[config.mk]
export PLATFORM = sky130hd
export DESIGN_NAME = rsa_attr
export DESIGN_NICKNAME = d
export VERILOG_FILES = /design/src/verilog/rsa_sync3.v /design/src/verilog/rsa_attr.v
export VERILOG_INCLUDE_DIRS = /design/src /design/src/verilog
export SDC_FILE = /design/constraint.sdc
export NUM_CORES = 1
export LEC_CHECK = 0
export BUFFER_PORTS_ARGS = -buffer_cell sky130_fd_sc_hd__buf_2
export CAP_MARGIN = 0
export CORE_MARGIN = 5
export CORE_UTILIZATION = 46
export DETAILED_ROUTE_END_ITERATION = 7
export GPL_TIMING_DRIVEN = 0
export PLACE_DENSITY = 0.89
export SLEW_MARGIN = 20
export SYNTH_ARGS = -nofsm -noshare
export SYNTH_HDL_FRONTEND = slang
export SYNTH_SLANG_ARGS = --single-unit
[constraint.sdc]
create_clock -name clk_i -period 1.61 [get_ports clk_i]
set_input_delay 0.0805 -clock clk_i [delete_from_list [all_inputs] [get_ports clk_i]]
set_output_delay 0.0805 -clock clk_i [all_outputs]
set_load 0.005 [all_outputs]
[src/verilog/rsa_regs.vh]
`ifndef RSA_REGS_VH
`define RSA_REGS_VH

// structure access kinds carried on req_op_i
`define RSA_OP_W             4
`define RSA_OP_ROOT_RD       4'h0
`define RSA_OP_CTX_RD        4'h1
`define RSA_OP_PDIR_RD       4'h2
`define RSA_OP_PTBL_RD       4'h3
`define RSA_OP_FS_RD         4'h4
`define RSA_OP_FS_ATOM       4'h5
`define RSA_OP_SS_RD         4'h6
`define RSA_OP_SS_ATOM       4'h7
`define RSA_OP_IRT_RD        4'h8
`define RSA_OP_PID_ATOM      4'h9
`define RSA_OP_IQ_RD         4'hA
`define RSA_OP_PRQ_WR        4'hB
`define RSA_OP_IWAIT_WR      4'hC

// memory type encoding on the fabric
`define RSA_MT_W             3
`define RSA_MT_UC            3'h0
`define RSA_MT_WB            3'h6

// request address width
`define RSA_ADDR_W           64

// access direction codes
`define RSA_DIR_RD           2'h0
`define RSA_DIR_WR           2'h1
`define RSA_DIR_ATOM         2'h2

// reset values
`define RSA_RST_SNOOP        1'b0
`define RSA_RST_READY        1'b1

`endif

[src/verilog/rsa_sync3.v]
`timescale 1ns/1ps
// three-stage synchroniser; the output moves only when stages two and three agree
module rsa_sync3 (
  input  wire clk_i,     // device clock
  input  wire rst_n_i,   // async reset, active low
  input  wire d_i,       // asynchronous level
  output reg  q_o        // filtered synchronous level
);
  reg s1_reg;
  reg s2_reg;
  reg s3_reg;

  always @(posedge clk_i or negedge rst_n_i) begin
    if (!rst_n_i) begin
      s1_reg <= 1'b0;
      s2_reg <= 1'b0;
      s3_reg <= 1'b0;
      q_o    <= 1'b0;
    end else begin
      s1_reg <= d_i;
      s2_reg <= s1_reg;
      s3_reg <= s2_reg;
      if (s2_reg == s3_reg) begin
        q_o <= s3_reg;
      end
    end
  end
endmodule // rsa_sync3

[src/verilog/rsa_attr.v]
`timescale 1ns/1ps
`include "rsa_regs.vh"

module rsa_attr (
  input  wire                      clk_i,                       // 40 MHz device clock
  input  wire                      rst_n_i,                     // async reset, active low
  input  wire                      coherency_capability_bit_i,  // capability strap, asynchronous
  input  wire                      scalable_mode_i,             // translation mode, asynchronous
  input  wire                      req_valid_i,                 // engine request valid
  input  wire [`RSA_OP_W-1:0]      req_op_i,                    // structure access kind
  input  wire [`RSA_ADDR_W-1:0]    req_addr_i,                  // structure address
  input  wire                      page_walk_snoop_field_i,     // page-walk snoop of governing entry
  output reg                       req_ready_o,                 // slot free, request taken
  output reg                       fab_valid_o,                 // access valid to fabric
  input  wire                      fab_ready_i,                 // fabric accepts access
  output reg  [`RSA_OP_W-1:0]      fab_op_o,                    // access kind echoed
  output reg  [`RSA_ADDR_W-1:0]    fab_addr_o,                  // access address
  output reg  [1:0]                fab_dir_o,                   // read, write or atomic
  output reg                       fab_snoop_o,                 // snoop attribute
  output reg  [`RSA_MT_W-1:0]      fab_mtype_o,                 // memory type
  output reg                       op_err_o                     // unknown access kind seen, sticky
);

  wire coh_cap;
  wire scal_mode;

  // both levels come from outside the clock domain
  rsa_sync3 u_sync_coh (
    .clk_i   (clk_i),
    .rst_n_i (rst_n_i),
    .d_i     (coherency_capability_bit_i),
    .q_o     (coh_cap)
  );

  rsa_sync3 u_sync_mode (
    .clk_i   (clk_i),
    .rst_n_i (rst_n_i),
    .d_i     (scalable_mode_i),
    .q_o     (scal_mode)
  );

  // returns {known, snoop}
  function [1:0] rsa_snoop_of;
    input [`RSA_OP_W-1:0] op;
    input                 cap;
    input                 mode;
    input                 page_walk_snoop_field;
    begin
      case (op)
        `RSA_OP_ROOT_RD:  rsa_snoop_of = {1'b1, cap};
        `RSA_OP_CTX_RD:   rsa_snoop_of = {1'b1, cap};
        `RSA_OP_PDIR_RD:  rsa_snoop_of = {1'b1, cap};
        `RSA_OP_PTBL_RD:  rsa_snoop_of = {1'b1, cap};
        `RSA_OP_FS_RD:    rsa_snoop_of = {1'b1, page_walk_snoop_field};
        `RSA_OP_FS_ATOM:  rsa_snoop_of = 2'b11;
        `RSA_OP_SS_RD:    rsa_snoop_of = {1'b1, mode ? page_walk_snoop_field : cap};
        `RSA_OP_SS_ATOM:  rsa_snoop_of = 2'b11;
        `RSA_OP_IRT_RD:   rsa_snoop_of = {1'b1, cap};
        `RSA_OP_PID_ATOM: rsa_snoop_of = 2'b11;
        `RSA_OP_IQ_RD:    rsa_snoop_of = 2'b11;
        `RSA_OP_PRQ_WR:   rsa_snoop_of = 2'b11;
        `RSA_OP_IWAIT_WR: rsa_snoop_of = 2'b11;
        // unknown kinds still go out snooped, the safe choice for coherency
        default:          rsa_snoop_of = 2'b01;
      endcase
    end
  endfunction

  function [1:0] rsa_dir_of;
    input [`RSA_OP_W-1:0] op;
    begin
      case (op)
        `RSA_OP_FS_ATOM,
        `RSA_OP_SS_ATOM,
        `RSA_OP_PID_ATOM: rsa_dir_of = `RSA_DIR_ATOM;
        `RSA_OP_PRQ_WR,
        `RSA_OP_IWAIT_WR: rsa_dir_of = `RSA_DIR_WR;
        default:          rsa_dir_of = `RSA_DIR_RD;
      endcase
    end
  endfunction

  // every kind is write-back today; a per-kind table keeps a future exception to one line
  function [`RSA_MT_W-1:0] rsa_mtype_of;
    input [`RSA_OP_W-1:0] op;
    begin
      case (op)
        `RSA_OP_ROOT_RD:  rsa_mtype_of = `RSA_MT_WB;
        `RSA_OP_CTX_RD:   rsa_mtype_of = `RSA_MT_WB;
        `RSA_OP_PDIR_RD:  rsa_mtype_of = `RSA_MT_WB;
        `RSA_OP_PTBL_RD:  rsa_mtype_of = `RSA_MT_WB;
        `RSA_OP_FS_RD:    rsa_mtype_of = `RSA_MT_WB;
        `RSA_OP_FS_ATOM:  rsa_mtype_of = `RSA_MT_WB;
        `RSA_OP_SS_RD:    rsa_mtype_of = `RSA_MT_WB;
        `RSA_OP_SS_ATOM:  rsa_mtype_of = `RSA_MT_WB;
        `RSA_OP_IRT_RD:   rsa_mtype_of = `RSA_MT_WB;
        `RSA_OP_PID_ATOM: rsa_mtype_of = `RSA_MT_WB;
        `RSA_OP_IQ_RD:    rsa_mtype_of = `RSA_MT_WB;
        `RSA_OP_PRQ_WR:   rsa_mtype_of = `RSA_MT_WB;
        `RSA_OP_IWAIT_WR: rsa_mtype_of = `RSA_MT_WB;
        // unknown kinds go out write-back too, in line with their forced snoop
        default:          rsa_mtype_of = `RSA_MT_WB;
      endcase
    end
  endfunction

  // slot states, one-hot
  localparam [1:0] ST_IDLE = 2'b01;
  localparam [1:0] ST_BUSY = 2'b10;

  wire [1:0]             attr      = rsa_snoop_of(req_op_i, coh_cap, scal_mode, page_walk_snoop_field_i);
  // snoop choice and kind check come from one decode so they never disagree
  wire                   snoop_sel = attr[0];
  wire                   op_known  = attr[1];
  // both handshakes complete on a rising edge with valid and ready high
  wire                   take      = req_valid_i & req_ready_o;
  wire                   drain     = fab_valid_o & fab_ready_i;

  // next values of every output flop
  reg  [1:0]             state_reg;
  reg  [1:0]             state_next;
  reg                    fab_valid_next;
  reg                    req_ready_next;
  reg  [`RSA_OP_W-1:0]   fab_op_next;
  reg  [`RSA_ADDR_W-1:0] fab_addr_next;
  reg  [1:0]             fab_dir_next;
  reg                    fab_snoop_next;
  reg  [`RSA_MT_W-1:0]   fab_mtype_next;
  reg                    op_err_next;

  // single slot: take only from idle, drain only from busy, so both never meet in one cycle
  always @* begin
    state_next = state_reg;
    case (state_reg)
      ST_IDLE: begin
        if (take) begin
          state_next = ST_BUSY;
        end
      end
      ST_BUSY: begin
        if (drain) begin
          state_next = ST_IDLE;
        end
      end
      // an upset state falls back to idle rather than hanging the walk engines
      default: begin
        state_next = ST_IDLE;
      end
    endcase
    fab_valid_next = state_next[1];
    // ready follows the slot state of the coming cycle, which costs one cycle between accesses
    req_ready_next = state_next[0];
  end

  // the fields latch only on take and then stand until the fabric drains the slot
  always @* begin
    fab_op_next    = fab_op_o;
    fab_addr_next  = fab_addr_o;
    fab_dir_next   = fab_dir_o;
    fab_snoop_next = fab_snoop_o;
    fab_mtype_next = fab_mtype_o;
    op_err_next    = op_err_o;
    if (take) begin
      fab_op_next    = req_op_i;
      fab_addr_next  = req_addr_i;
      fab_dir_next   = rsa_dir_of(req_op_i);
      fab_snoop_next = snoop_sel;
      fab_mtype_next = rsa_mtype_of(req_op_i);
      // sticky: only reset clears it, so a bad kind stays visible after later good ones
      if (!op_known) begin
        op_err_next = 1'b1;
      end
    end
  end

  // control flops; the handshake outputs come straight from these
  always @(posedge clk_i or negedge rst_n_i) begin
    if (!rst_n_i) begin
      state_reg   <= ST_IDLE;
      req_ready_o <= `RSA_RST_READY;
      fab_valid_o <= 1'b0;
    end else begin
      state_reg   <= state_next;
      req_ready_o <= req_ready_next;
      fab_valid_o <= fab_valid_next;
    end
  end

  // access fields; uncached type after reset until the first take
  always @(posedge clk_i or negedge rst_n_i) begin
    if (!rst_n_i) begin
      fab_op_o    <= `RSA_OP_ROOT_RD;
      fab_addr_o  <= {`RSA_ADDR_W{1'b0}};
      fab_dir_o   <= `RSA_DIR_RD;
      fab_snoop_o <= `RSA_RST_SNOOP;
      fab_mtype_o <= `RSA_MT_UC;
      op_err_o    <= 1'b0;
    end else begin
      fab_op_o    <= fab_op_next;
      fab_addr_o  <= fab_addr_next;
      fab_dir_o   <= fab_dir_next;
      fab_snoop_o <= fab_snoop_next;
      fab_mtype_o <= fab_mtype_next;
      op_err_o    <= op_err_next;
    end
  end

endmodule // rsa_attr

==> flow_results.org, run 1 <==
** Status
- Result of the run :: finished clean

** Floorplan
- Area of the placeable core :: between 6000 and 7000 um2
- Ports :: ~150
- Number of placement rows :: 30
- The die covers ~8600 um2.
- The initial utilization of the core area, before any placement, comes to a little under half.
- Die width :: 92.9 um
- In this run the vertical extent of the chip is roughly 93 um.

** Synth
- Synthesis produced a netlist with a net count of approximately 420.
- Distinct cell type count of the synthesized netlist :: 26
- Among all cell types in the netlist, the one instantiated most often is sky130_fd_sc_hd__nand2_1.
- The synthesized design contains between 80 and 90 register bits.
- Most area-consuming cells after synthesis :: sky130_fd_sc_hd__dfrtp_1, sky130_fd_sc_hd__nand2_1, sky130_fd_sc_hd__buf_2
- For this run, the register share of the synthesized area comes to between 60% and 70%.
- Cell accounting for the most synthesized area :: sky130_fd_sc_hd__dfrtp_1
- Gate Count Post-Synth :: roughly 340
- Combined area of all synthesized cells :: 3160 um2
- Share of Yosys cell area claimed by the top area cell type :: around two thirds
- Most instantiated cells after synthesis :: sky130_fd_sc_hd__nand2_1, sky130_fd_sc_hd__dfrtp_1, sky130_fd_sc_hd__buf_2
- Proportion of synthesized flip-flops having asynchronous set or reset :: between 90% and 100%
- Number of warnings reported in the yosys synthesis log :: 0
- A synthesized cell averages 9.26 um2.
- Number of enable-type register cells in the synthesized netlist :: 0
- The most used flip-flop cell after synthesis is sky130_fd_sc_hd__dfrtp_1.

** Power
- Leakage :: approximately 2.7 nW
- VDD sags by at most roughly 800 uV.
- Sequential cells account for between 40% and 50% of the total power.
- Overall power consumption after layout is estimated at 7.47 mW.
- For this design the total switching power over the nets is approximately 2.6 mW.
- Int Pwr :: 4.82 mW
- Of the total power, the share spent switching nets is 35.4%.
- Combinational logic is responsible for a little under two fifths of the overall power.
- Proportion of power drawn by the clock network :: between 15 and 20%
- For this design the ratio of total power to cell area is around 1500 nW/um2.

** STA
- Portion of the clock cycle consumed by the worst path in the final layout :: 89.6%
- Static timing analysis puts the maximum clock frequency at slightly below 700 MHz.
- The number of pins exceeding their max-slew limit in the final report came to 0.
- For the pin with the worst max-slew slack, the measured transition is 0.542 ns.
- Minimum period implied by the final worst setup slack :: between 1 and 1.5 ns
- The clock arrives with 0.0110 ns of skew.
- Unrepaired setup endpoints after global routing :: no
- The number of hold-slack violations in the final timing report is 0.
- Setup violations remaining at the end of the flow were counted as 0.
- Max transition margin :: a little under two thirds

** Clock tree
- No sink is reached through more buffers than the 2 on the longest clock path.
- Number of sinks handled by clock tree synthesis :: 83
- The H-tree was split into 3 levels.
- Clock tree root buffer cell :: sky130_fd_sc_hd__clkbuf_8
- Post-CTS repair changed the size of 0 cells.
- After clock tree synthesis, the flow added hold-fix buffers numbering between 60 and 70.
- Post-CTS setup-driven buffer insertion count :: 0
- Clock Latency Late Sink :: between 0.3 and 0.4 ns
- Clock-pin slew was measured on the worst setup and hold paths at 0.08 ns.
- The number of clock buffers added by TritonCTS is 9.
- TritonCTS built the clock tree.

** Worst setup path
- Element type at the critical path end :: flop
- Data required time at the worst endpoint :: around 1.8 ns
- R2R cell count :: 4
- Of all nets on the critical path, the largest fanout is 10.
- The critical path is of the flop to flop type.
- Data arrival, critical path :: ~1.7 ns
- Startpoint types :: flop

** GRT
- The first global-routing pass estimated 15100 um of wire.
- Number of global-route vias before repair :: between 3000 and 4000
- For this run the aggregate overflow at the end of global routing stands at 0.
- Global routing used 22.2% of the available tracks across all layers.
- The initial antenna violation count was 0.
- Entering global routing, the biggest net connects 43 pins.

** Run
- Max-cap violations in this run came to 0.

** Drt
- For this run, the detailed router's first-pass iteration total came to 4.
- In the routed design, unresolved DRC markers number 0.
- Vias after detailed routing :: slightly above 3000
- The count of nets left with antenna violations once routing finished came out at 0.
- Number of DRC markers in iteration 0 :: a little under 90
- In the final routed layout, each cell accounts on average for 14.4 um.
- Vias per cell :: ~4.7
- Total Routed Length :: between 9000 and 10000 um

** Hold path
- The worst hold path was traced through 3 stages.
- The min-delay analysis places its worst path in the category primary input to flop.

** Layout
- Top flop regs :: fab_addr_o x64, fab_op_o x4, fab_dir_o x2
- Non-filler instance count after layout :: roughly 650
- The number of antenna diodes in the final layout is 0.
- Area growth from synthesis to layout :: 53.8%
- Ranked by flip-flop count, first place goes to fab_addr_o.
- The post-route netlist has 31.1% of its cells at a drive strength greater than 1.
- The filler cells instantiated in the layout total 481.
- Largest register FFs :: 64
- Final layout net count :: ~650

** Placed design
- RD Place Congestion :: between 0.7 and 0.8
- After detailed placement, the design holds a cell count of roughly 570.
- Number of buffers inserted by port buffering :: 149
- Final HPWL from detailed placement :: ~5900 um
through the flow:
step / setup TNS [ns] / cell area, um2 / worst slack, ns / utilization [%] / hold slack [ns]
final: 0 / 4860 / 0.168 / 72.3 / 0.0266
after global routing: 0 / 4860 / 0.0826 / 72.3 / 0.0355
after CTS: 0 / 4860 / 0.157 / 72.3 / 0.00713
after detailed placement: 0 / 4030 / 0.176 / 59.9 / 0.0975
after global placement: -7.64 / 4000 / -0.0970 / 59.6 / 0.189
after floorplan: 0 / 3160 / 0.372 / - / -0.215
placed cells by master, fill, tap and decap left out, drive strengths merged, types with 2 or more instances in the layout:
| master | instances |
|---|---|
| a21oi | 4 |
| buf | 163 |
| clkbuf | 17 |
| clkinv | 3 |
| dfrtp | 82 |
| dlygate4sd3 | 67 |
| ha | 2 |
| inv | 3 |
| maj3 | 2 |
| nand2 | 208 |
| nand2b | 2 |
| nor2 | 2 |
| o21ai | 5 |
worst max-delay path, stage by stage (launching register included):
cell and delay, ns:
sky130_fd_sc_hd__dfstp_2 0.57, sky130_fd_sc_hd__nand2_1 0.24, sky130_fd_sc_hd__clkbuf_1 0.31, sky130_fd_sc_hd__nand2_1 0.15
sky130_fd_sc_hd__nand2_1 0.07
per-layer routing:
| metal | part of all wire, % | vias up | GRT usage (%) | wire length [um] |
|---|---|---|---|---|
| li1 | - | 1494 | - | - |
| met2 | 53 | 113 | 39.7 | 5000 |
| met4 | 2.8 | 0 | 11.5 | 267 |
| met5 | 0 | - | 0 | 0 |
| met3 | 6.1 | 24 | 5.44 | 578 |
| met1 | 38 | 1465 | 24.2 | 3560 |
path summary, 6_finish.rpt:
kind / slack (ns) / start / to
min reg2reg: 0.35 / u_sync_mode.s1_reg$_DFF_PN0_ / u_sync_mode.s2_reg$_DFF_PN0_
min: 0.03 / fab_ready_i / state_reg[0]$_DFF_PN1_
max reg2reg: 0.17 / state_reg[0]$_DFF_PN1_ / fab_addr_o[4]$_DFFE_PN0P_
min in group asynchronous: 0.27 / rst_n_i / fab_addr_o[34]$_DFFE_PN0P_
max: 0.17 / state_reg[0]$_DFF_PN1_ / fab_addr_o[4]$_DFFE_PN0P_
max in group asynchronous: 0.74 / rst_n_i / fab_addr_o[44]$_DFFE_PN0P_
power by group through the flow:
stage               clock network [mW]  logic (mW)  registers (mW)
CTS                               1.31        2.75            3.45
detailed placement                   0        2.62            3.47
global route                      1.40        3.10            3.57
global placement                     0        2.47            3.43
floorplan                            0        1.12            3.55
finish                            1.26        2.74            3.47
area by class of cell:
class                           count  area, um2  area share (%)
Multi-Input combinational cell    237        975            20.1
Clock inverter                      3       15.0           0.309
Tap cell                           80        100            2.06
Buffer                             18       93.8            1.93
Timing Repair Buffer              217       1440            29.6
Clock buffer                       12        145            2.99
Inverter                            3       11.3           0.232
Sequential cell                    83       2080            42.8
cells by family (layout without fill, tap and decap cells):
kind of cell	after synthesis	count (layout)	synth area share [%]
DFF	83	83	65.8
buffers and inverters	21	253	3.33
and+or+nand+nor	218	218	26.6
AOI/OAI and AO/OA	13	13	2.42
adders and majority gates	4	4	1.43
muxes	1	1	0.317
other	1	1	0.119
Power figures use the tool's default switching activity.
==> run 2: changes to the inputs <==
- CORE_ASPECT_RATIO: unset -> 1.5
==> run 2 against run 1 <==
Clock skew shrank 0.0054 ns. Non-clock buffer count grew 1. First-iteration DRC count grew 34%. Clock-buffer cell count grew 2. Wire length grew 2.1%. Worst setup slack gained 0.059 ns. Total power grew 0.88%. Clock power grew 6%. Sequential cell count is the same.
==> flow_results.org, run 2 (synthesis gave the netlist of run 1 again) <==
** Status
- Result of the run :: finished clean

** Placed design
- Post-DP Area :: between 4000 and 5000 um2
- RD Place Congestion :: 0.738
- Number of buffers inserted by port buffering :: 149
- Detailed placement finished with a half-perimeter wire length of 5860 um.

** STA
- Unrepaired setup endpoints after global routing :: no
- Final setup fails :: 0
- The number of pins exceeding their max-slew limit in the final report was 0.
- The worst pin sits at a relative slew slack of between 60% and 70%.
- Hold Violations, Final :: 0
- Total negative slack for setup checks :: 0 ns
- Between clock sinks in the finished design, the worst skew comes to 0.00566 ns.
- After layout, the worst path uses between 80 and 90% of the clock period.
- Derived from the worst setup path, the maximum achievable clock frequency is between 700 and 800 MHz.
- Minimum period implied by the final worst setup slack :: 1.38 ns
- At the pin with the least slew margin, the transition time is ~0.50 ns.
- Final hold analysis gives a worst-case slack of about 0.011 ns.

** Layout
- The largest registers in the layout are fab_addr_o x64, fab_op_o x4, fab_dir_o x2.
- Cells fill 72.2% of the core in the end.
- The register with the most flip-flops in the layout has 64 of them.
- The top cell types in the final layout, fill and taps aside, are sky130_fd_sc_hd__nand2_1, sky130_fd_sc_hd__buf_2, sky130_fd_sc_hd__dfrtp_1, sky130_fd_sc_hd__dlygate4sd3_1, sky130_fd_sc_hd__clkbuf_8.
- FILL cells :: 461
- Leaving out fill and tap cells, the most frequent cell in the layout is sky130_fd_sc_hd__nand2_1.
- Register name with the most flops :: fab_addr_o
- Final layout net count :: approximately 650
- Cells with a size suffix above 1 make up 31.0% of the layout.
- Once layout is done, the placed cells without fillers occupy just under 5000 um2.
- Relative to the synthesized area, the layout overhead comes to 54.5%.

** Clock tree
- The H-tree generated during clock tree synthesis spans 3 levels.
- Clock Latency Late Sink :: ~0.34 ns
- Clock tree root buffer cell :: sky130_fd_sc_hd__clkbuf_8
- Maximum clock path buffer count :: 2
- Number of cells upsized or downsized after cts :: 0
- TritonCTS created 9 clock buffers.
- TritonCTS clock tree :: yes
- Clock-pin slew was measured on the worst setup and hold paths at around 0.07 ns.
- The clock drives 83 sinks.

** Floorplan
- The initial utilization of the core area, before any placement, comes to 46.7%.
- Pin placement for this block handled 152 I/O pins.
- Number of placement rows :: 37
- Die area :: 8660 um2
- The floorplan step set the die height to 111 um.
- Area of the placeable core :: approximately 6800 um2
- Measured along the x axis, the die boundary spans a little under 80 um.

** GRT
- Number of global-route vias before repair :: ~3400
- Across every metal layer, demand over resource in global routing totals roughly a quarter.
- First-pass GRT wire length :: around 16000 um
- Largest net degree at the start of global routing :: 45
- Initial antenna violation count :: 0
- After global routing the overflow that remains totals 0.

** Worst setup path
- Along the worst path, the maximum fanout reaches 10.
- R2R cell count :: 4
- Critical path type :: flop to flop
- The worst setup path is launched from a flop.
- Data on the critical path is required at its endpoint by about 1.8 ns.
- For flop-to-flop paths, the worst setup slack is between 0.2 and 0.25 ns.
- Data arrival, critical path :: between 1.5 and 2 ns
- STA classifies the critical path endpoint as a flop.

** Power
- Leakage :: about 2.8 nW
- Cell internal power was estimated by the tool at just under 5 mW.
- Power per cell area :: ~1500 nW/um2
- Max IR drop VDD :: around 1200 uV
- Fraction of power spent switching nets :: 35.3%
- Switching Power :: 2.66 mW
- Of the total power, registers draw ~46%.
- Power comes to approximately 7.5 mW.
- Power share of the combinational group :: between 30 and 40%
- Proportion of power drawn by the clock network :: 17.6%

** Hold path
- Instance count along the most critical hold path :: 3
- The worst hold path belongs to the class primary input to flop.

** Drt
- Vias after detailed routing :: ~3100
- Number of DRC markers in iteration 0 :: about 120
- Number of remaining DRC errors :: 0
- In this run the remaining antenna-violating nets after routing total 0.
- Wires add up to just under 10000 um.
- Vias per cell :: around 4.8
- Total iterations of the first detailed-routing run :: 5
- Avg WL per Cell :: 14.7 um

** Run
- Across the run, the number of max-cap violations was 0.
## run 2: cell types whose count changed in the layout (fill, tap and decap cells not counted)
cell | before | now
sky130_fd_sc_hd__diode_2 | 0 | 1
sky130_fd_sc_hd__clkbuf_1 | 7 | 8
sky130_fd_sc_hd__dlygate4sd3_1 | 67 | 68
sky130_fd_sc_hd__clkbuf_8 | 10 | 11
sky130_fd_sc_hd__clkinv_2 | 3 | 2
## run 2: per-layer routing
metal  vias to the layer above  GRT usage (%)  wire length, um
met3                        41           7.12              724
met5                         -              0                0
met4                         0           12.6              476
met1                      1454           25.2             3440
li1                       1499              -                -
met2                       138           39.8             4970
## run 2: metrics by stage
step,instances,worst slack [ns]
global placement,568,-0.0725
global route,653,0.118
detailed placement,569,0.220
CTS,653,0.217
floorplan,341,0.372
finish,654,0.227
## run 2: final cells by class
| class | instances | area, um2 | area share, % |
|---|---|---|---|
| buffer | 18 | 93.8 | 1.92 |
| timing repair buffer | 218 | 1450 | 29.7 |
| inverter | 3 | 11.3 | 0.231 |
| tap | 78 | 97.6 | 2.00 |
| clock inverter | 2 | 10.0 | 0.205 |
| antenna | 1 | 2.50 | 0.0513 |
| multi-input combinational | 237 | 975 | 20.0 |
| clock buffer | 14 | 163 | 3.33 |
| sequential | 83 | 2080 | 42.6 |
## run 2: worst paths after layout
check | startpoint | end
max | state_reg[0]$_DFF_PN1_ | fab_addr_o[4]$_DFFE_PN0P_
max in group asynchronous | rst_n_i | state_reg[0]$_DFF_PN1_
min reg2reg | u_sync_coh.s1_reg$_DFF_PN0_ | u_sync_coh.s2_reg$_DFF_PN0_
min | req_op_i[3] | fab_op_o[3]$_DFFE_PN0P_
max reg2reg | state_reg[0]$_DFF_PN1_ | fab_addr_o[4]$_DFFE_PN0P_
min in group asynchronous | rst_n_i | fab_addr_o[34]$_DFFE_PN0P_
## run 2: worst max-delay path, stage by stage, from the launching register on
cell	delay, ns
sky130_fd_sc_hd__dfstp_2	0.56
sky130_fd_sc_hd__nand2_1	0.21
sky130_fd_sc_hd__clkbuf_1	0.29
sky130_fd_sc_hd__nand2_1	0.14
sky130_fd_sc_hd__nand2_1	0.06
## run 2: repair_timing
item                      4_1_cts  5_1_grt
hold buffers                   68        0
hold endpoints to repair      106        0
setup buffers                   0        0
## run 2: power by group through the flow
stage / registers (mW) / logic [mW] / clock network [mW]
floorplan: 3.55 / 1.12 / 0
global route: 3.58 / 3.11 / 1.46
global placement: 3.43 / 2.47 / 0
finish: 3.46 / 2.76 / 1.33
detailed placement: 3.47 / 2.59 / 0
CTS: 3.43 / 2.73 / 1.36
==> run 3: changes to the inputs <==
- CTS_CLUSTER_DIAMETER: unset -> 150
- PLACE_DENSITY: 0.89 -> 0.8
==> run 3 against run 2 <==
Clock skew fell by 0.0019 ns. Non-clock buffer count is 2 higher. Sequential cell count unchanged. Sequential power about the same. Via count is 0.86% lower. Largest cell class unchanged. Largest power group unchanged. Highest routed layer unchanged.
==> flow_results.org, run 3 (synthesis gave the netlist of run 1 again) <==
** Hold path
- Path category of the worst min-delay check :: primary input to flop

** STA
- Minimum period implied by the final worst setup slack :: roughly 1.4 ns
- Upper clock frequency limit :: 724 MHz
- Final critical-path setup slack :: 0.230 ns
- The number of pins exceeding their max-slew limit in the final report came to 0.
- Final setup fails :: 0
- Setup clock skew after layout :: between 0.003 and 0.004 ns
- Unrepaired setup endpoints after global routing :: no
- Portion of the clock cycle consumed by the worst path in the final layout :: a little under nine tenths
- The number of hold-slack violations in the final timing report is 0.

** Layout
- Area of all placed cells without fillers :: ~5000 um2
- In the layout the commonest cells are sky130_fd_sc_hd__nand2_1, sky130_fd_sc_hd__buf_2, sky130_fd_sc_hd__dfrtp_1, sky130_fd_sc_hd__dlygate4sd3_1, sky130_fd_sc_hd__clkbuf_8.
- Non-filler instance count after layout :: 655
- Cells with a size suffix above 1 make up 30.8% of the layout.
- The register with the most flip-flops in the layout has 64 of them.
- Register name with the most flops :: fab_addr_o
- After the last flow step, the layout net total stands at between 600 and 700.
- From synthesis to final layout, the design area changed by 55.3%.
- The number of antenna diodes in the final layout is 0.
- Counting the fill cells in the layout gives 477.
- Top flop regs :: fab_addr_o x64, fab_op_o x4, fab_dir_o x2
- Leaving out fill and tap cells, the most frequent cell in the layout is sky130_fd_sc_hd__nand2_1.
- Once layout is complete, the utilization of the core stands at roughly 73%.

** Worst setup path
- Number of buffer and inverter stages on the critical path :: 1
- Walking the worst path, the cells encountered are nand2_1, clkbuf_1, nand2_1, nand2_1.
- Data arrives at the worst endpoint at 1.61 ns.
- Startpoint types :: flop
- Element type at the critical path end :: flop
- Critical path peak fanout :: 10
- Critical-path top delay cell :: sky130_fd_sc_hd__dfstp_2
- STA puts the critical path data required time at ~1.8 ns.
- In this design, the stage delay of the slowest critical-path cell is roughly 0.56 ns.
- In this design, the critical path's most frequently occurring cell is sky130_fd_sc_hd__nand2_1.
- The kind of cell with the highest combined delay along the critical path is flip-flops.
- Critical path type :: flop to flop

** Placed design
- The wire-length estimate of the detail-placed layout is between 5000 and 6000 um.
- Routability-driven placement finished with a final weighted congestion of approximately 0.81.
- Once placement completed, the tool counted placed cells totaling approximately 570.
- Buffers placed on the I/O ports in this run total 149.
- Summing all placed instances gives a cell area of a little over 4000 um2.
- Setup slack at placement :: 0.221 ns

** Status
- The run finished with clean final reports.

** Floorplan
- Area of the placeable core :: 6760 um2
- Number of placement rows :: 37
- The die is around 110 um tall.
- The die covers slightly below 9000 um2.
- between 150 and 200 I/O pins were placed.
- The die is about 78 um wide.
- Starting density of the core :: 46.7%

** Power
- Design Power :: ~7.6 mW
- In this run the power density over the cells is about 1500 nW/um2.
- Max IR drop VDD :: just over 1000 uV
- The analysis attributes to cell leakage a power of roughly 2.8 nW.

** GRT
- Initial antenna violation count :: 0
- The total overflow left after global routing is 0.
- Global routing usage summed across all routing layers :: a little under a quarter
- Largest net degree at the start of global routing :: 50
- The number of global-route vias before repair came to about 3300.
- The first global-routing pass estimated 15600 um of wire.

** Drt
- Avg WL per Cell :: 14.4 um
- Vias per cell :: about 4.7
- Total Routed Length :: around 9400 um
- Antenna-violating nets left :: 0
- Number of remaining DRC errors :: 0
- Total iterations of the first detailed-routing run :: 5
- Vias after detailed routing :: about 3100
- Number of DRC markers in iteration 0 :: roughly 160

** Clock tree
- Post-CTS timing repair inserted 0 buffers for setup.
- The H-tree was split into 3 levels.
- Clock tree synthesis found a total of 83 sinks.
- Clock tree root buffer cell :: sky130_fd_sc_hd__clkbuf_8
- Buffers inserted during clock tree synthesis total 9.
- Maximum clock path buffer count :: 2
- TritonCTS built the clock tree.
- The later pin in the worst-skew pair is clocked with a latency of ~0.34 ns.
- Number of cells upsized or downsized after cts :: 0
- After clock tree synthesis, the clock-pin slew on the worst setup and hold paths is 0.08 ns.
- Post-CTS Hold Fix Bufs :: 70

** Run
- Max-cap violations in this run came to 0.
-- run 3: changes by cell type in the layout (fill, tap and decap cells not counted) --
cell                            previous run  this run
sky130_fd_sc_hd__dlygate4sd3_1            68        70
sky130_fd_sc_hd__buf_16                    0         1
sky130_fd_sc_hd__diode_2                   1         0
sky130_fd_sc_hd__buf_12                    1         0
-- run 3: worst min-delay path, delay by kind of cell --
kind                   cells  cell delay (ns)
buffers and inverters      1             0.13
and+or+nand+nor            2             0.13
-- run 3: path summary, 6_finish.rpt --
| path | start | end | slack, ns | cells past startpoint |
|---|---|---|---|---|
| max | state_reg[0]$_DFF_PN1_ | fab_addr_o[53]$_DFFE_PN0P_ | 0.23 | 4 |
| min | req_op_i[0] | fab_op_o[0]$_DFFE_PN0P_ | 0.03 | 3 |
| max reg2reg | state_reg[0]$_DFF_PN1_ | fab_addr_o[53]$_DFFE_PN0P_ | 0.23 | 4 |
| min reg2reg | u_sync_coh.s1_reg$_DFF_PN0_ | u_sync_coh.s2_reg$_DFF_PN0_ | 0.35 | 0 |
| max in group asynchronous | rst_n_i | state_reg[0]$_DFF_PN1_ | 0.74 | 3 |
| min in group asynchronous | rst_n_i | fab_addr_o[46]$_DFFE_PN0P_ | 0.24 | 2 |
-- run 3: layout make-up --
cell class	instances	area (um2)	share of cell area (%)
well taps	78	97.6	1.99
repair buffers	220	1480	30.1
clock inverters	2	10.0	0.204
multi-input cells	237	975	19.9
plain buffers	18	93.8	1.91
flip-flops and latches	83	2080	42.4
clock buffers	14	163	3.32
inverters	3	11.3	0.230
-- run 3: per-stage QoR --
step	setup TNS (ns)	hold WS, ns
final	0	0.0299
after global routing	0	0.0208
after CTS	0	0.000224
after detailed placement	0	0.0674
after global placement	-7.67	0.190
after floorplan	0	-0.215
-- run 3: where the power goes --
group          internal [mW]  switching (mW)  total [mW]  leakage (nW)
Sequential              2.98           0.487        3.47          1.01
Clock                  0.643           0.685        1.33        0.0905
Combinational           1.26            1.49        2.76          1.66
Total                   4.88            2.67        7.55          2.76
-- run 3: layer usage --
metal | part of all wire [%] | track usage [%] | wire length (um)
met5 | 0 | 0 | 0
met4 | 4.4 | 13.8 | 412
met3 | 5.5 | 4.37 | 514
met2 | 54 | 39.0 | 5080
met1 | 36 | 25.0 | 3410
